[src/srik_pkg.sv]
// constants and types shared by the socket rx / irq / keep-alive register group
package srik_pkg;

  // ---------------------------------------------------------------------------
  // register byte offsets (pointer pairs: msb at the lower address)
  // ---------------------------------------------------------------------------
  localparam logic [7:0] SRIK_OFS_RXRD_HI = 8'h28;
  localparam logic [7:0] SRIK_OFS_RXRD_LO = 8'h29;
  localparam logic [7:0] SRIK_OFS_RXWR_HI = 8'h2a;
  localparam logic [7:0] SRIK_OFS_RXWR_LO = 8'h2b;
  localparam logic [7:0] SRIK_OFS_MASK = 8'h2c;
  localparam logic [7:0] SRIK_OFS_FRAG_HI = 8'h2d;
  localparam logic [7:0] SRIK_OFS_FRAG_LO = 8'h2e;
  localparam logic [7:0] SRIK_OFS_KAIVL = 8'h2f;

  // ---------------------------------------------------------------------------
  // values after reset
  // ---------------------------------------------------------------------------
  localparam logic [15:0] SRIK_RST_RXPTR = 16'h0000;
  localparam logic [7:0] SRIK_RST_MASK = 8'hff;
  localparam logic [15:0] SRIK_RST_FRAG = 16'h4000;
  localparam logic [7:0] SRIK_RST_KAIVL = 8'h00;
  localparam logic [7:0] SRIK_RST_RDATA = 8'h00;

  // ---------------------------------------------------------------------------
  // socket event bit positions
  // ---------------------------------------------------------------------------
  localparam int SRIK_EVT_W = 5;
  localparam int SRIK_EVT_TX_DONE = 4;
  localparam int SRIK_EVT_TIMEOUT = 3;
  localparam int SRIK_EVT_RECEIVE = 2;
  localparam int SRIK_EVT_PEER_CLOSED = 1;
  localparam int SRIK_EVT_LINK_UP = 0;
  localparam logic [4:0] SRIK_RST_FLAGS = 5'h00;

  // ---------------------------------------------------------------------------
  // keep-alive timing
  // ---------------------------------------------------------------------------
  localparam int SRIK_CLK_HZ = 50000000;
  localparam int SRIK_KA_UNIT_S = 5;
  localparam int SRIK_KA_UNIT_CYC = SRIK_KA_UNIT_S * SRIK_CLK_HZ;
  localparam int SRIK_TICK_W = 28;
  localparam logic [27:0] SRIK_RST_TICK = 28'h0000000;
  localparam logic [7:0] SRIK_RST_UNIT = 8'h00;

  typedef enum logic [1:0] {
    KA_IDLE = 2'b00,
    KA_WAIT_DATA = 2'b01,
    KA_LIVE = 2'b10
  } srik_ka_state_t;

endpackage

[src/srik_ka_timer.sv]
// keep-alive period timer: one fire pulse per elapsed interval
`timescale 1ns/10ps
module srik_ka_timer
  import srik_pkg::*;
#(
  parameter int KA_UNIT_CYCLES = SRIK_KA_UNIT_CYC
) (
  input wire logic clk,
  input wire logic sys_rst,
  input wire logic ce,
  input wire logic run,
  input wire logic [7:0] interval,
  output logic fire
);

  localparam logic [27:0] UNIT_LAST = 28'(KA_UNIT_CYCLES - 1);

  logic [27:0] tickCnt_ff, nxt_tickCnt;
  logic [7:0] unitCnt_ff, nxt_unitCnt;
  logic fire_ff, nxt_fire;
  logic [7:0] unitInc;

  assign fire = fire_ff;

  always_comb begin
    nxt_tickCnt = tickCnt_ff;
    nxt_unitCnt = unitCnt_ff;
    nxt_fire = 1'b0;
    unitInc = unitCnt_ff + 8'h01;
    if (!run || interval == 8'h00) begin
      nxt_tickCnt = SRIK_RST_TICK;
      nxt_unitCnt = SRIK_RST_UNIT;
    end else if (tickCnt_ff >= UNIT_LAST) begin
      nxt_tickCnt = SRIK_RST_TICK;
      // a shrunk interval fires at the next unit end rather than waiting for a wrap
      if (unitInc >= interval) begin
        nxt_unitCnt = SRIK_RST_UNIT;
        nxt_fire = 1'b1;
      end else begin
        nxt_unitCnt = unitInc;
      end
    end else begin
      nxt_tickCnt = tickCnt_ff + 28'h0000001;
    end
  end

  always_ff @(posedge clk or posedge sys_rst) begin
    if (sys_rst) begin
      tickCnt_ff <= SRIK_RST_TICK;
      unitCnt_ff <= SRIK_RST_UNIT;
      fire_ff <= 1'b0;
    end else if (ce) begin
      tickCnt_ff <= nxt_tickCnt;
      unitCnt_ff <= nxt_unitCnt;
      fire_ff <= nxt_fire;
    end
  end
endmodule

[src/srik_evt_flags.sv]
// socket event flags gated by the mask, and the interrupt request term
`timescale 1ns/10ps
module srik_evt_flags
  import srik_pkg::*;
(
  input wire logic clk,
  input wire logic sys_rst,
  input wire logic ce,
  input wire logic [4:0] sockEvent,
  input wire logic [4:0] eventMask,
  input wire logic [4:0] flagClear,
  input wire logic globalSockBit,
  output logic [4:0] eventFlags,
  output logic irqActive
);

  logic [4:0] flags_ff, nxt_flags;

  assign eventFlags = flags_ff;
  assign irqActive = (|(flags_ff & eventMask)) & globalSockBit;

  // set wins over a clear in the same cycle
  genvar gi;
  generate
    for (gi = 0; gi < SRIK_EVT_W; gi++) begin : g_flag
      always_comb begin
        nxt_flags[gi] = (sockEvent[gi] & eventMask[gi]) | (flags_ff[gi] & ~flagClear[gi]);
      end
    end
  endgenerate

  always_ff @(posedge clk or posedge sys_rst) begin
    if (sys_rst) begin
      flags_ff <= SRIK_RST_FLAGS;
    end else if (ce) begin
      flags_ff <= nxt_flags;
    end
  end
endmodule

[src/srik_regs.sv]
// socket rx pointers, event mask, fragment field and keep-alive control
// Functional notes
// - read pointer resets to zero and is cleared by socket initialisation
// - receive-done command hands the new read position to the device
// - read-only write pointer, cleared on init, advanced by received bytes
// - write pointer wraps modulo 65536, carry dropped
// - pointer registers hold msb at lower address, lsb at next
// - eight-bit mask resets to all ones; bits 4..0 mask events
// - event flag sets only when its mask bit is one
// - irq pin low while flag, mask and global socket bit are one
// - fragment register, reset 0x4000, drives ip header fragment field
// - keep-alive interval in 5 s units, honoured only in tcp mode
// - no probe before connected state and at least one data transfer
// - nonzero interval sends a probe each time the period elapses
// - zero interval disables auto probing; manual command sends one probe
// - manual keep-alive command ignored while the interval is nonzero
`timescale 1ns/10ps
module srik_regs
  import srik_pkg::*;
#(
  parameter int KA_UNIT_CYCLES = SRIK_KA_UNIT_CYC,
  parameter logic [7:0] STATE_CONNECTED = 8'h01
) (
  input wire logic clk,
  input wire logic sys_rst,
  input wire logic ce,
  input wire logic [7:0] regAddr,
  input wire logic regWrEn,
  input wire logic [7:0] regWrData,
  input wire logic regRdEn,
  output logic [7:0] regRdData,
  input wire logic sockInitCmd,
  input wire logic receiveDoneCmd,
  input wire logic manualKaCmd,
  input wire logic rxWrAdvance,
  input wire logic [15:0] rxByteCount,
  input wire logic [4:0] sockEvent,
  input wire logic [4:0] eventFlagClear,
  input wire logic globalSockBit,
  input wire logic [7:0] socketState,
  input wire logic tcpMode,
  input wire logic dataXfer,
  output logic [15:0] rxReadPtr,
  output logic [15:0] rxFreedPtr,
  output logic [15:0] rxWritePtr,
  output logic [15:0] ipFragField,
  output logic [7:0] keepaliveInterval,
  output logic probePacket,
  output logic [4:0] socketEventFlags,
  output logic hostIrqPinLow
);

  // ---------------------------------------------------------------------------
  // address decode
  // ---------------------------------------------------------------------------
  function automatic logic hit(input logic [7:0] addr, input logic [7:0] ofs);
    hit = (addr == ofs);
  endfunction

  logic wrRdHi, wrRdLo, wrMask, wrFragHi, wrFragLo, wrKa;

  assign wrRdHi = regWrEn & hit(regAddr, SRIK_OFS_RXRD_HI);
  assign wrRdLo = regWrEn & hit(regAddr, SRIK_OFS_RXRD_LO);
  assign wrMask = regWrEn & hit(regAddr, SRIK_OFS_MASK);
  assign wrFragHi = regWrEn & hit(regAddr, SRIK_OFS_FRAG_HI);
  assign wrFragLo = regWrEn & hit(regAddr, SRIK_OFS_FRAG_LO);
  assign wrKa = regWrEn & hit(regAddr, SRIK_OFS_KAIVL);

  // ---------------------------------------------------------------------------
  // rx pointers
  // ---------------------------------------------------------------------------
  logic [15:0] rdPtr_ff, nxt_rdPtr;
  logic [15:0] freedPtr_ff, nxt_freedPtr;
  logic [15:0] wrPtr_ff, nxt_wrPtr;

  always_comb begin
    nxt_rdPtr = rdPtr_ff;
    nxt_freedPtr = freedPtr_ff;
    nxt_wrPtr = wrPtr_ff;
    // host updates the read pointer one byte at a time, msb first address
    if (wrRdHi) begin
      nxt_rdPtr[15:8] = regWrData;
    end
    if (wrRdLo) begin
      nxt_rdPtr[7:0] = regWrData;
    end
    if (receiveDoneCmd) begin
      nxt_freedPtr = rdPtr_ff;
    end
    if (rxWrAdvance) begin
      nxt_wrPtr = 16'(wrPtr_ff + rxByteCount);
    end
    // initialisation overrides any same-cycle write or advance
    if (sockInitCmd) begin
      nxt_rdPtr = SRIK_RST_RXPTR;
      nxt_freedPtr = SRIK_RST_RXPTR;
      nxt_wrPtr = SRIK_RST_RXPTR;
    end
  end

  always_ff @(posedge clk or posedge sys_rst) begin
    if (sys_rst) begin
      rdPtr_ff <= SRIK_RST_RXPTR;
      freedPtr_ff <= SRIK_RST_RXPTR;
      wrPtr_ff <= SRIK_RST_RXPTR;
    end else if (ce) begin
      rdPtr_ff <= nxt_rdPtr;
      freedPtr_ff <= nxt_freedPtr;
      wrPtr_ff <= nxt_wrPtr;
    end
  end

  assign rxReadPtr = rdPtr_ff;
  assign rxFreedPtr = freedPtr_ff;
  assign rxWritePtr = wrPtr_ff;

  // ---------------------------------------------------------------------------
  // configuration registers
  // ---------------------------------------------------------------------------
  logic [7:0] mask_ff, nxt_mask;
  logic [15:0] frag_ff, nxt_frag;
  logic [7:0] kaIvl_ff, nxt_kaIvl;

  always_comb begin
    nxt_mask = mask_ff;
    nxt_frag = frag_ff;
    nxt_kaIvl = kaIvl_ff;
    if (wrMask) begin
      nxt_mask = regWrData;
    end
    if (wrFragHi) begin
      nxt_frag[15:8] = regWrData;
    end
    if (wrFragLo) begin
      nxt_frag[7:0] = regWrData;
    end
    if (wrKa) begin
      nxt_kaIvl = regWrData;
    end
  end

  always_ff @(posedge clk or posedge sys_rst) begin
    if (sys_rst) begin
      mask_ff <= SRIK_RST_MASK;
      frag_ff <= SRIK_RST_FRAG;
      kaIvl_ff <= SRIK_RST_KAIVL;
    end else if (ce) begin
      mask_ff <= nxt_mask;
      frag_ff <= nxt_frag;
      kaIvl_ff <= nxt_kaIvl;
    end
  end

  assign ipFragField = frag_ff;
  assign keepaliveInterval = kaIvl_ff;

  // ---------------------------------------------------------------------------
  // read data
  // ---------------------------------------------------------------------------
  logic [7:0] rdData_ff, nxt_rdData;

  always_comb begin
    nxt_rdData = rdData_ff;
    if (regRdEn) begin
      case (regAddr)
        SRIK_OFS_RXRD_HI: nxt_rdData = rdPtr_ff[15:8];
        SRIK_OFS_RXRD_LO: nxt_rdData = rdPtr_ff[7:0];
        SRIK_OFS_RXWR_HI: nxt_rdData = wrPtr_ff[15:8];
        SRIK_OFS_RXWR_LO: nxt_rdData = wrPtr_ff[7:0];
        SRIK_OFS_MASK: nxt_rdData = mask_ff;
        SRIK_OFS_FRAG_HI: nxt_rdData = frag_ff[15:8];
        SRIK_OFS_FRAG_LO: nxt_rdData = frag_ff[7:0];
        SRIK_OFS_KAIVL: nxt_rdData = kaIvl_ff;
        default: nxt_rdData = SRIK_RST_RDATA;
      endcase
    end
  end

  always_ff @(posedge clk or posedge sys_rst) begin
    if (sys_rst) begin
      rdData_ff <= SRIK_RST_RDATA;
    end else if (ce) begin
      rdData_ff <= nxt_rdData;
    end
  end

  assign regRdData = rdData_ff;

  // ---------------------------------------------------------------------------
  // event flags and interrupt pin
  // ---------------------------------------------------------------------------
  logic irqActive;
  logic irqLow_ff, nxt_irqLow;

  srik_evt_flags u_flags (
    .clk(clk),
    .sys_rst(sys_rst),
    .ce(ce),
    .sockEvent(sockEvent),
    .eventMask(mask_ff[4:0]),
    .flagClear(eventFlagClear),
    .globalSockBit(globalSockBit),
    .eventFlags(socketEventFlags),
    .irqActive(irqActive)
  );

  always_comb begin
    nxt_irqLow = ~irqActive;
  end

  always_ff @(posedge clk or posedge sys_rst) begin
    if (sys_rst) begin
      irqLow_ff <= 1'b1;
    end else if (ce) begin
      irqLow_ff <= nxt_irqLow;
    end
  end

  assign hostIrqPinLow = irqLow_ff;

  // ---------------------------------------------------------------------------
  // keep-alive control
  // ---------------------------------------------------------------------------
  srik_ka_state_t kaState_ff, nxt_kaState;
  logic probe_ff, nxt_probe;
  logic connected, kaRun, kaFire;

  assign connected = tcpMode && (socketState == STATE_CONNECTED);
  assign kaRun = (kaState_ff == KA_LIVE);

  srik_ka_timer #(
    .KA_UNIT_CYCLES(KA_UNIT_CYCLES)
  ) u_timer (
    .clk(clk),
    .sys_rst(sys_rst),
    .ce(ce),
    .run(kaRun),
    .interval(kaIvl_ff),
    .fire(kaFire)
  );

  always_comb begin
    nxt_kaState = kaState_ff;
    nxt_probe = 1'b0;
    case (kaState_ff)
      KA_IDLE: begin
        if (connected) begin
          nxt_kaState = KA_WAIT_DATA;
        end
      end
      KA_WAIT_DATA: begin
        if (!connected) begin
          nxt_kaState = KA_IDLE;
        end else if (dataXfer) begin
          nxt_kaState = KA_LIVE;
        end
      end
      KA_LIVE: begin
        if (!connected) begin
          nxt_kaState = KA_IDLE;
        end else if (kaIvl_ff != 8'h00) begin
          nxt_probe = kaFire;
        end else begin
          nxt_probe = manualKaCmd;
        end
      end
      default: nxt_kaState = KA_IDLE;
    endcase
    if (sockInitCmd) begin
      nxt_kaState = KA_IDLE;
    end
  end

  always_ff @(posedge clk or posedge sys_rst) begin
    if (sys_rst) begin
      kaState_ff <= KA_IDLE;
      probe_ff <= 1'b0;
    end else if (ce) begin
      kaState_ff <= nxt_kaState;
      probe_ff <= nxt_probe;
    end
  end

  assign probePacket = probe_ff;

  // ---------------------------------------------------------------------------
  // checks
  // ---------------------------------------------------------------------------
  logic [7:0] rdPtrHi;

  assign rdPtrHi = rdPtr_ff[15:8];
endmodule

[config.mk]
export PLATFORM = sky130hd
export DESIGN_NAME = srik_regs
export DESIGN_NICKNAME = d
export VERILOG_FILES = /design/src/srik_pkg.sv /design/src/srik_ka_timer.sv /design/src/srik_evt_flags.sv /design/src/srik_regs.sv
export SDC_FILE = /design/constraint.sdc
export NUM_CORES = 1
export LEC_CHECK = 0
export ABC_CLOCK_PERIOD_IN_PS = 4900
export BUFFER_PORTS_ARGS = -buffer_cell sky130_fd_sc_hd__clkbuf_2
export CAP_MARGIN = 20
export CORE_AREA = 4 4 126 128
export DETAILED_ROUTE_END_ITERATION = 16
export DIE_AREA = 0 0 130 132
export PLACE_DENSITY = 0.85
export SYNTH_ARGS = -nofsm -noshare
export SYNTH_HDL_FRONTEND = slang
export SYNTH_SLANG_ARGS = --single-unit
[constraint.sdc]
create_clock -name clk -period 4.9 [get_ports clk]
set_input_delay 1.47 -clock clk [delete_from_list [all_inputs] [get_ports clk]]
set_output_delay 1.47 -clock clk [all_outputs]
set_load 0.05 [all_outputs]
==> results.md, run 1 <==
* Outcome: finished clean
* Final setup viols at 0
* Asr flop ratio synth at 100%
* Setup bufs post-CTS at 0
* Synthesized flop and latch total at 134
* HPWL Detailed at 14700 um
* Slowest Stage Delay on Critical Path at 0.76 ns
* Pleak at 4.36 nW
* Pins Over Slew Limit at 0
* Total GRT Usage at 23.8%
* Main synth FF type: dfrtp_1
* H-tree depth at 4
* First-pass DRT Iterations at 6
* Hold Buf Count CTS at 0
* CP endpoint kind: register
* Mapped Nets at 793
* Final GP Congestion at 0.949
* Most numerous cell in the Yosys netlist: dfrtp_1
* RSZ-0062 raised after global routing: false
* Max-cap violation count at 0
* Maximum clock rate at 0.290 GHz
* CP most frequent cell: o21ai_0
* Yosys top cell area share at 42.9%
* IO Count at 149
* CTS root buf: clkbuf_16
* Core footprint at 14900 um^2
* Clock tree skew after final layout at 0.0104 ns
* Synth area leader: dfrtp_1
* Number of global-route vias before repair at 6252
* I/O Buffers at 148
* Total area of sequential cells at 3370 um^2
* Sequential-to-total area share from yosys stat at 46.6%
* Starting DRT DRC Count at 495
* Post-DRT Antenna Nets at 0
* Req. time, crit path at 5.18 ns
* Fillers at 1229
* Antenna violations before repair at 0
* Clock Path Buffers at 2
* Layout cells sized above 1 at 28.2%
* Layout area overhead at 21.8%
* Syn Inst Count at 705
* Largest net degree at the start of global routing at 62
* Final min period at 3.44 ns
* Final hold vios at 0
* Clock sink count at 134
* Initial Util at 48.6%
* Maximum VDD drop at 0.251 mV
* TritonCTS clock tree: yes
* Slew @ Worst Pin at 0.886 ns
* Syn avg cell area at 10.3 um^2
* Die area at 17200 um^2
* Cell variety after synth at 68
* Footprint of the multi-input gates at 3660 um^2
* Period Utilization, post-route at 70.3%
* Worst hold path class: reg2reg
* Syn Std Cell Area at 7230 um^2
* Remaining global-route overflow at 0
* Number of nets in the layout at 941
* DRC errors left at 0
* P per Cell Area at 350 nW/um^2
* Clk pin slew, worst setup/hold paths at 0.06 ns
* First-pass GRT wire length at 32100 um
* Delay-heaviest family, CP: compound AO/OA/AOI/OAI gates
* Cell Chain, Critical Path: clkbuf_2, ha_1, a211o_1, a2111oi_0, o21ai_0, a221oi_1, xor2_1, o21ai_0
* Synth area leaders: dfrtp_1 (43%), mux2_2 (4.5%), ha_1 (4.3%)
* Worst path bufs/invs at 1
* EDFF count, synth at 0
* Via count at 6518
* Clk_lat worst skew at 0.42 ns
* Critical path launch point type: primary input
* Setup TNS at 0 ns
* Critical Path AT at 3.73 ns
* CTS Buf Count at 17
* Die height at 132 um
* Crit path max fanout at 3
* Yosys warnings at 0
* Worst setup path class: in2reg
* Antenna cell count at 0
* Final Total Pwr at 0.00308 W
* Slew headroom at 40.7%
* PostCTS Resize Cnt at 0
* Routed len/inst at 19.2 um
* Routed WL at 20200 um
* Site Rows at 45
* CP max-delay cell: a2111oi_0
* DR vias/cell at 6.18
* Synth cell count leaders: dfrtp_1 (124), nand2_1 (61), nor2_1 (53)
* Die X at 130 um
[final timing paths]
kind                       cells past startpoint      startpoint  slack [ns]         endpoint
setup reg to reg                               7   rxWritePtr[1]        2.08   rxWritePtr[13]
min in group asynchronous                      2         sys_rst        1.04   rxFreedPtr[10]
setup / recovery                               8  rxByteCount[1]        1.46   rxWritePtr[13]
hold reg to reg                                2    regRdData[0]        0.49     regRdData[0]
max in group asynchronous                      4         sys_rst        2.94  ipFragField[14]
hold / removal                                 2    regRdData[0]        0.49     regRdData[0]
[worst min-delay path, delay by kind of cell (launching register included)]
| family | cells | cell delay, ns |
|---|---|---|
| AO/OA/AOI/OAI | 1 | 0.06 |
| flip-flops | 1 | 0.34 |
| AND/OR/NAND/NOR | 1 | 0.05 |
[sequential cells by signal, summed over array words and instances (netlist names)]
signal              cells
u_flags.eventFlags      5
keepaliveInterval       8
mask_ff                 8
kaState_ff              2
rxWritePtr             16
rxFreedPtr             16
probePacket             1
hostIrqPinLow           1
ipFragField            16
regRdData               8
u_timer.fire            1
rxReadPtr              16
u_timer.tickCnt_ff     28
u_timer.unitCnt_ff      8
[area by class of cell]
type | count | area share [%]
inverters | 27 | 1.19
clock inverters | 14 | 2.16
well taps | 188 | 2.67
repair buffers | 154 | 9.21
multi-input cells | 519 | 41.5
clock buffers | 18 | 4.99
flip-flops and latches | 134 | 38.2
[stage by stage]
stage	util [%]	area, um^2	instances	hold WS, ns	setup slack [ns]
6_report	59.2	8800	1054	0.487	1.46
5_1_grt	59.2	8800	1054	0.525	1.24
4_1_cts	59.1	8780	1053	0.489	1.48
3_5_place_dp	54.9	8150	1021	0.479	1.04
3_3_place_gp	54.9	8150	1021	0.464	1.11
2_1_floorplan	-	7230	705	0.455	1.49
[layout by cell type (no fill, tap or decap), types with 12 or more instances in the layout]
master,Yosys,routed
a21oi_1,26,26
nand3_1,24,24
mux2i_1,12,12
xor2_1,26,26
clkbuf_16,0,17
nand2_1,61,61
clkbuf_2,0,148
o21ai_0,44,44
ha_1,25,25
a21o_1,13,13
dfrtp_1,124,124
mux2_2,29,29
inv_1,25,24
a22o_1,30,30
nor2_1,53,53
nor3_1,12,12
[cell families after synthesis]
| logic type | share of synthesized area (%) |
|---|---|
| AO/OA/AOI/OAI | 18.7 |
| XOR/XNOR | 4.36 |
| adder cells (fa/ha/maj) | 4.60 |
| buffers and inverters | 2.84 |
| flip-flops | 46.6 |
| multiplexers | 8.05 |
| AND/OR/NAND/NOR | 14.9 |
[report_power, final]
part           leakage, nW  internal (W)  switching, W  total [W]
registers             1.79       0.00114     0.0000518    0.00120
clock network        0.306      0.000830      0.000521    0.00135
logic                 2.27      0.000171      0.000358   0.000529
total                 4.36       0.00215      0.000931    0.00308
[per-layer routing]
layer | vias to the layer above | routed length [um] | track usage, %
met5 | - | 0 | 0
met4 | 0 | 937 | 11.9
met3 | 67 | 1770 | 5.96
met2 | 338 | 9230 | 35.8
met1 | 3202 | 8300 | 32.1
li1 | 2911 | - | -
Note: power is estimated with default switching activity, not from simulation.
==> inputs of run 2 (changes only) <==
--- a/config.mk
+++ b/config.mk
@@ -5,13 +5,13 @@
 export SDC_FILE = /design/constraint.sdc
 export NUM_CORES = 1
 export LEC_CHECK = 0
-export ABC_CLOCK_PERIOD_IN_PS = 4900
+export ABC_CLOCK_PERIOD_IN_PS = 3420
 export BUFFER_PORTS_ARGS = -buffer_cell sky130_fd_sc_hd__clkbuf_2
 export CAP_MARGIN = 20
-export CORE_AREA = 4 4 126 128
+export CORE_AREA = 4 4 120 122
 export DETAILED_ROUTE_END_ITERATION = 16
-export DIE_AREA = 0 0 130 132
-export PLACE_DENSITY = 0.85
+export DIE_AREA = 0 0 124 126
+export PLACE_DENSITY = 0.89
 export SYNTH_ARGS = -nofsm -noshare
 export SYNTH_HDL_FRONTEND = slang
 export SYNTH_SLANG_ARGS = --single-unit
==> constraint.sdc (replaced) <==
create_clock -name clk -period 3.42 [get_ports clk]
set_input_delay 1.026 -clock clk [delete_from_list [all_inputs] [get_ports clk]]
set_output_delay 1.026 -clock clk [all_outputs]
set_load 0.05 [all_outputs]
==> run 2 against run 1 <==
Compared with the run above: global-route usage rose by 3.2 points; clock power rose by 27%; utilization rose by 7.3 points; sequential cell count did not move; critical path depth rose by 1; register-to-register slack got worse by 1.4 ns; clock skew fell by 0.0021 ns; setup slack got worse by 0.85 ns; hold slack improved by 0.0037 ns; sequential power rose by 43%; via count fell by 0.86%; critical endpoint unchanged.
==> results.md, run 2 (same netlist as run 1, synthesis figures left out) <==
* Met2 usage at 40.5% (was 35.8%)
* HPWL Detailed at 15100 um (was 14700 um)
* CP endpoint kind: register (unchanged)
* Final GP Congestion at 0.939 (was 0.949)
* Worst setup path class: in2reg (unchanged)
* Hold Buf Count CTS at 0 (unchanged)
* Clock sink count at 134 (unchanged)
* Site Rows at 42 (was 45)
* Remaining global-route overflow at 0 (unchanged)
* Post-DRT Antenna Nets at 0 (unchanged)
* GRT Max-Usage Layer: met2 (unchanged)
* Core footprint at 13200 um^2 (was 14900 um^2)
* Clock tree skew after final layout at 0.00832 ns (was 0.0104 ns)
* Combinational fraction of design power at 18.4% (was 17.2%)
* Die height at 126 um (was 132 um)
* RSZ-0062 raised after global routing: false (unchanged)
* Die area at 15600 um^2 (was 17200 um^2)
* Number of nets in the layout at 953 (was 941)
* Layout area overhead at 21.5% (was 21.8%)
* Slew @ Worst Pin at 0.805 ns (was 0.886 ns)
* Setup TNS at 0 ns (unchanged)
* Number of global-route vias before repair at 6323 (was 6252)
* Clk pin slew, worst setup/hold paths at 0.06 ns (about the same)
* Outcome: finished clean (unchanged)
* Pins Over Slew Limit at 0 (unchanged)
* DR vias/cell at 6.13 (was 6.18)
* Fillers at 989 (was 1229)
* Most flops, register: u_timer.tickCnt_ff (unchanged)
* Most common cell after layout, fill and taps aside: clkbuf_2 (unchanged)
* Routed len/inst at 19.5 um (was 19.2 um)
* Antenna violations before repair at 0 (unchanged)
* Antenna cell count at 0 (unchanged)
* CTS root buf: clkbuf_16 (unchanged)
* Starting DRT DRC Count at 569 (was 495)
* Final setup viols at 0 (unchanged)
* IO Count at 149 (unchanged)
* Most frequent cells in the layout: clkbuf_2 (148), dfrtp_1 (124), nand2_1 (61) (unchanged)
* Layout cells sized above 1 at 28.4% (was 28.2%)
* P per Cell Area at 478 nW/um^2 (was 350 nW/um^2)
* Setup bufs post-CTS at 0 (unchanged)
* Die X at 124 um (was 130 um)
* Switching pwr at 0.00125 W (was 0.000931 W)
* Via count at 6462 (was 6518)
* Cell internal pwr at 0.00294 W (was 0.00215 W)
* PostCTS Resize Cnt at 0 (unchanged)
* TritonCTS clock tree: yes (unchanged)
* M1 GR Usage at 36.0% (was 32.1%)
* Period Utilization, post-route at 82.3%
* Clock power share at 40.6% (was 43.9%)
* Clock Path Buffers at 2 (unchanged)
* Routed WL at 20600 um (was 20200 um)
* Largest register FFs at 28 (unchanged)
* Req. time, crit path at 3.71 ns (was 5.18 ns)
* Max-cap violation count at 0 (unchanged)
* I/O Buffers at 148 (unchanged)
* Switching portion of total power at 29.9% (was 30.3%)
* Total area of sequential cells at 3370 um^2 (unchanged)
* Total GRT Usage at 27.1% (was 23.8%)
* First-pass DRT Iterations at 5 (was 6)
* Clk_lat worst skew at 0.43 ns (was 0.42 ns)
* H-tree depth at 4 (unchanged)
* Footprint of the multi-input gates at 3660 um^2 (unchanged)
* Slew headroom at 46.2% (was 40.7%)
* First-pass GRT wire length at 32700 um (was 32100 um)
* Post-layout util at 66.6% (was 59.2%)
* Pleak at 4.38 nW (was 4.36 nW)
* Maximum VDD drop at 0.398 mV (was 0.251 mV)
* Flop pwr share at 40.9% (was 38.9%)
* Critical Path AT at 3.10 ns (was 3.73 ns)
* Initial Util at 54.8% (was 48.6%)
* Final Total Pwr at 0.00420 W (was 0.00308 W)
* Largest net degree at the start of global routing at 45 (was 62)
* Worst hold path class: reg2reg (unchanged)
* Critical path launch point type: primary input (unchanged)
* Final min period at 2.81 ns
* Final hold vios at 0 (unchanged)
* DRC errors left at 0 (unchanged)
* CTS Buf Count at 17 (unchanged)
* Met3 global-route usage at 8.43% (was 5.96%)
* Maximum clock rate at 0.355 GHz
* Crit path max fanout at 3 (unchanged)
run 2: layer usage:
metal	up-vias	share of wire (%)
met4	0	4.3
met2	339	46
met1	3127	40
li1	2931	-
met5	-	0
met3	65	9.5
run 2: worst max-delay path, cell delays in order:
cell and delay [ns]:
clkbuf_2 0.10, ha_1 0.32, a211o_1 0.30, a2111oi_0 0.43, buf_4 0.19, o21ai_0 0.08
a221oi_1 0.35, xor2_1 0.20, o21ai_0 0.10
run 2: worst paths after layout:
kind	depth (start not counted)	startpoint	slack (ns)	to
worst max register to register	9	u_timer.unitCnt_ff[0]	0.72	u_timer.unitCnt_ff[5]
worst max-delay path	9	rxByteCount[1]	0.61	rxWritePtr[13]
min in group asynchronous	2	sys_rst	0.73	rxFreedPtr[11]
worst min-delay path	2	hostIrqPinLow	0.49	hostIrqPinLow
worst min register to register	2	hostIrqPinLow	0.49	hostIrqPinLow
max in group asynchronous	3	sys_rst	1.89	hostIrqPinLow
run 2: final cells by class:
cell class | instances | share of cell area, %
clock buffers | 27 | 5.61
clock inverters | 5 | 0.570
inverters | 27 | 1.20
multi-input cells | 519 | 41.7
flip-flops and latches | 134 | 38.3
well taps | 176 | 2.51
repair buffers | 166 | 10.1
run 2: through the flow:
step / std cells / hold WS (ns) / cell area (um^2) / setup WS (ns)
finish: 1054 / 0.491 / 8780 / 0.605
detailed placement: 1022 / 0.471 / 8240 / 0.291
global placement: 1022 / 0.464 / 8240 / 0.321
global route: 1054 / 0.510 / 8780 / 0.425
floorplan: 705 / 0.455 / 7230 / 0.456
CTS: 1054 / 0.484 / 8780 / 0.676
run 2: power by group through the flow:
stage                     sequential [W]  clock (W)  combinational [W]
after CTS                        0.00172    0.00171           0.000764
after global routing             0.00173    0.00179           0.000834
after floorplan                  0.00188          0           0.000376
after global placement           0.00174          0           0.000743
final                            0.00172    0.00171           0.000774
after detailed placement         0.00174          0           0.000757
==> inputs of run 3 (changes only) <==
--- a/config.mk
+++ b/config.mk
@@ -5,13 +5,14 @@
 export SDC_FILE = /design/constraint.sdc
 export NUM_CORES = 1
 export LEC_CHECK = 0
-export ABC_CLOCK_PERIOD_IN_PS = 3420
+export ABC_AREA = 1
+export ABC_CLOCK_PERIOD_IN_PS = 2400
 export BUFFER_PORTS_ARGS = -buffer_cell sky130_fd_sc_hd__clkbuf_2
 export CAP_MARGIN = 20
-export CORE_AREA = 4 4 120 122
+export CORE_AREA = 4 4 129 131
 export DETAILED_ROUTE_END_ITERATION = 16
-export DIE_AREA = 0 0 124 126
-export PLACE_DENSITY = 0.89
+export DIE_AREA = 0 0 133 135
+export PLACE_DENSITY = 0.86
 export SYNTH_ARGS = -nofsm -noshare
 export SYNTH_HDL_FRONTEND = slang
 export SYNTH_SLANG_ARGS = --single-unit
==> constraint.sdc (replaced) <==
create_clock -name clk -period 2.4 [get_ports clk]
set_input_delay 0.72 -clock clk [delete_from_list [all_inputs] [get_ports clk]]
set_output_delay 0.72 -clock clk [all_outputs]
set_load 0.05 [all_outputs]
==> run 3 against run 2 <==
Compared with the run above: via count increased by 20%; clock power increased by 61%; utilization decreased by 6.3 points; critical path depth increased by 3; register-to-register slack got worse by 0.61 ns; sequential power increased by 45%; die area increased by 15%; clock skew decreased by 0.0012 ns; clock-buffer cell count decreased by 9; routed wire length increased by 9.4%; largest power group is now the clock network; highest routed layer unchanged.
==> results.md, run 3 <==
* Outcome: finished clean (unchanged)
* Clk_lat worst skew at 0.42 ns (was 0.43 ns)
* Req. time, crit path at 2.76 ns (was 3.71 ns)
* Max-cap violation count at 0 (unchanged)
* Via count at 7776 (was 6462)
* Syn avg cell area at 7.30 um^2 (was 10.3 um^2)
* IO Count at 149 (unchanged)
* Slew @ Worst Pin at 0.560 ns (was 0.805 ns)
* Worst setup path class: reg2reg (was in2reg)
* Final setup viols at 0 (unchanged)
* Final Instance Area at 9410 um^2 (was 8780 um^2)
* Synthesized flop and latch total at 134 (unchanged)
* P per Cell Area at 678 nW/um^2 (was 478 nW/um^2)
* Synth area leader: dfrtp_1 (unchanged)
* Main synth FF type: dfrtp_1 (unchanged)
* Layout cells sized above 1 at 18.2% (was 28.4%)
* DRC errors left at 0 (unchanged)
* Sequential-to-total area share from yosys stat at 43.3% (was 46.6%)
* Maximum clock rate at 0.436 GHz
* Syn Inst Count at 1065 (was 705)
* Clock tree skew after final layout at 0.00714 ns (was 0.00832 ns)
* Final min period at 2.29 ns
* Layout area overhead at 20.9% (was 21.5%)
* Setup TNS at 0 ns (unchanged)
* Yosys warnings at 0 (unchanged)
* HPWL Detailed at 16900 um (was 15100 um)
* Combinational fraction of design power at 17.7% (was 18.4%)
* Period Utilization, post-route at 95.6%
* I/O Buffers at 148 (unchanged)
* H-tree depth at 4 (unchanged)
* CTS root buf: clkbuf_16 (unchanged)
* Maximum VDD drop at 0.477 mV (was 0.398 mV)
* Critical Path AT at 2.65 ns (was 3.10 ns)
* Number of global-route vias before repair at 7155 (was 6323)
* Critical path launch point type: register (was primary input)
* Mapped Nets at 1153 (was 793)
* Total GRT Usage at 25.2% (was 27.1%)
* Cell count after placement at 1416 (was 1022)
* Site Rows at 46 (was 42)
* Antenna cell count at 0 (unchanged)
* Clock Path Buffers at 2 (unchanged)
* Remaining global-route overflow at 0 (unchanged)
* Pleak at 4.93 nW (was 4.38 nW)
* Switching pwr at 0.00203 W (was 0.00125 W)
* Core footprint at 15600 um^2 (was 13200 um^2)
* EDFF count, synth at 0 (unchanged)
* Flop pwr share at 39.1% (was 40.9%)
* Dpl cell area at 8760 um^2 (was 8240 um^2)
* Final GP Congestion at 0.915 (was 0.939)
* Slew headroom at 62.7% (was 46.2%)
* Final hold vios at 0 (unchanged)
* Clk pin slew, worst setup/hold paths at 0.06 ns (about the same)
* Synth cell count leaders: nand2_1 (329), nand3_1 (131), dfrtp_1 (124) (was dfrtp_1 (124), nand2_1 (61), nor2_1 (53))
* Most numerous cell in the Yosys netlist: nand2_1 (was dfrtp_1)
* Die X at 133 um (was 124 um)
* Post-layout util at 60.3% (was 66.6%)
* CP endpoint kind: register (unchanged)
* First-pass DRT Iterations at 6 (was 5)
* Largest register FFs at 28 (unchanged)
* Starting DRT DRC Count at 823 (was 569)
* Yosys top cell area share at 39.9% (was 42.9%)
* Synth area leaders: dfrtp_1 (40%), nand2_1 (16%), nand3_1 (8.4%) (was dfrtp_1 (43%), mux2_2 (4.5%), ha_1 (4.3%))
* Most common cell after layout, fill and taps aside: nand2_1 (was clkbuf_2)
* Post-DRT Antenna Nets at 0 (unchanged)
* Syn Std Cell Area at 7780 um^2 (was 7230 um^2)
* DR vias/cell at 5.37 (was 6.13)
* Clock power share at 43.2% (was 40.6%)
* Die area at 18000 um^2 (was 15600 um^2)
* Pins Over Slew Limit at 0 (unchanged)
* Antenna violations before repair at 0 (unchanged)
* Crit path max fanout at 8 (was 3)
* Switching portion of total power at 31.8% (was 29.9%)
* Most flops, register: u_timer.tickCnt_ff (unchanged)
* Routed len/inst at 15.5 um (was 19.5 um)
* Most frequent cells in the layout: nand2_1 (329), clkbuf_2 (148), nand3_1 (130) (was clkbuf_2 (148), dfrtp_1 (124), nand2_1 (61))
* Routed WL at 22500 um (was 20600 um)
* TritonCTS clock tree: yes (unchanged)
* CTS Buf Count at 17 (unchanged)
* Number of nets in the layout at 1308 (was 953)
* Clock sink count at 134 (unchanged)
* Cell internal pwr at 0.00435 W (was 0.00294 W)
* Asr flop ratio synth at 100% (unchanged)
* Post-Layout Cell Count at 1449 (was 1054)
* Largest net degree at the start of global routing at 104 (was 45)
* Initial Util at 49.9% (was 54.8%)
* First-pass GRT wire length at 36500 um (was 32700 um)
* WHS at 0.205 ns (was 0.491 ns)
* Cell variety after synth at 36 (was 68)
* Worst hold path class: in2async (was reg2reg)
* Die height at 135 um (was 126 um)
-- run 3: cell types whose count changed after synthesis, moves of 27 or more --
| cell | previous run | this run |
|---|---|---|
| nor2_1 | 53 | 119 |
| a22o_1 | 30 | 3 |
| mux2_2 | 29 | 0 |
| o21ai_0 | 44 | 72 |
| inv_1 | 25 | 108 |
| nand3_1 | 24 | 131 |
| nand2_1 | 61 | 329 |
-- run 3: metrics by stage --
step / worst slack [ns] / total power, W
after floorplan: 0.0230 / 0.00329
after global placement: 0.235 / 0.00361
after detailed placement: 0.0846 / 0.00364
after CTS: 0.0378 / 0.00638
after global routing: -0.0643 / 0.00664
final: 0.107 / 0.00638
-- run 3: per-layer routing --
| layer | share of wire [%] | track usage, % |
|---|---|---|
| met5 | 0 | 0 |
| met4 | 2.2 | 7.91 |
| met3 | 7.9 | 4.88 |
| met2 | 46 | 39.7 |
| met1 | 44 | 35.3 |
-- run 3: kinds of logic after synthesis --
| logic type | Yosys count | share of synthesized area, % |
|---|---|---|
| flops | 134 | 43.3 |
| xor+xnor | 24 | 2.70 |
| fa+ha+maj | 26 | 4.28 |
| compound gates | 117 | 8.25 |
| buf+inv | 138 | 7.62 |
| simple gates | 626 | 33.9 |
-- run 3: path summary, 6_finish.rpt --
path | startpoint | endpoint | slack [ns] | depth (start not counted)
max | u_timer.unitCnt_ff[0] | u_timer.unitCnt_ff[4] | 0.11 | 12
min reg2reg | regRdData[6] | regRdData[6] | 0.48 | 2
min | sys_rst | rxFreedPtr[9] | 0.20 | 2
min in group clk | globalSockBit | hostIrqPinLow | 0.45 | 2
max reg2reg | u_timer.unitCnt_ff[0] | u_timer.unitCnt_ff[4] | 0.11 | 12
max in group asynchronous | sys_rst | ipFragField[14] | 1.41 | 3
-- run 3: area by class of cell --
cell class,instances,area [um^2]
flip-flops and latches,134,3370
clock buffers,18,439
clock inverters,14,186
inverters,111,420
repair buffers,163,891
fillers,1398,6190
multi-input cells,793,3830
well taps,216,270
-- run 3: repair_timing --
action / 4_1_cts / 5_1_grt
setup buffers: 0 / 1
hold buffers: 0 / 0
gates resized for setup: 0 / 2
hold endpoints to repair: 0 / 0
setup endpoints to repair: 0 / 8
-- run 3: critical path, cell delays in order (launching register included) --
cell and delay, ns:
dfrtp_1 0.40, ha_1 0.20, nand3_1 0.12, nand3b_1 0.20, xor2_1 0.24, inv_1 0.08, ha_1 0.28, nand2_1 0.09
o21a_1 0.20, nand3_4 0.13, nor2_1 0.14, nand3_1 0.09, nand2_1 0.06
-- run 3: power groups by stage --
stage / combinational [W] / clock, W / sequential [W]
2_1_floorplan: 0.000488 / 0 / 0.00280
3_3_place_gp: 0.00109 / 0 / 0.00253
3_5_place_dp: 0.00111 / 0 / 0.00253
4_1_cts: 0.00112 / 0.00277 / 0.00249
5_1_grt: 0.00124 / 0.00290 / 0.00250
6_report: 0.00113 / 0.00276 / 0.00249
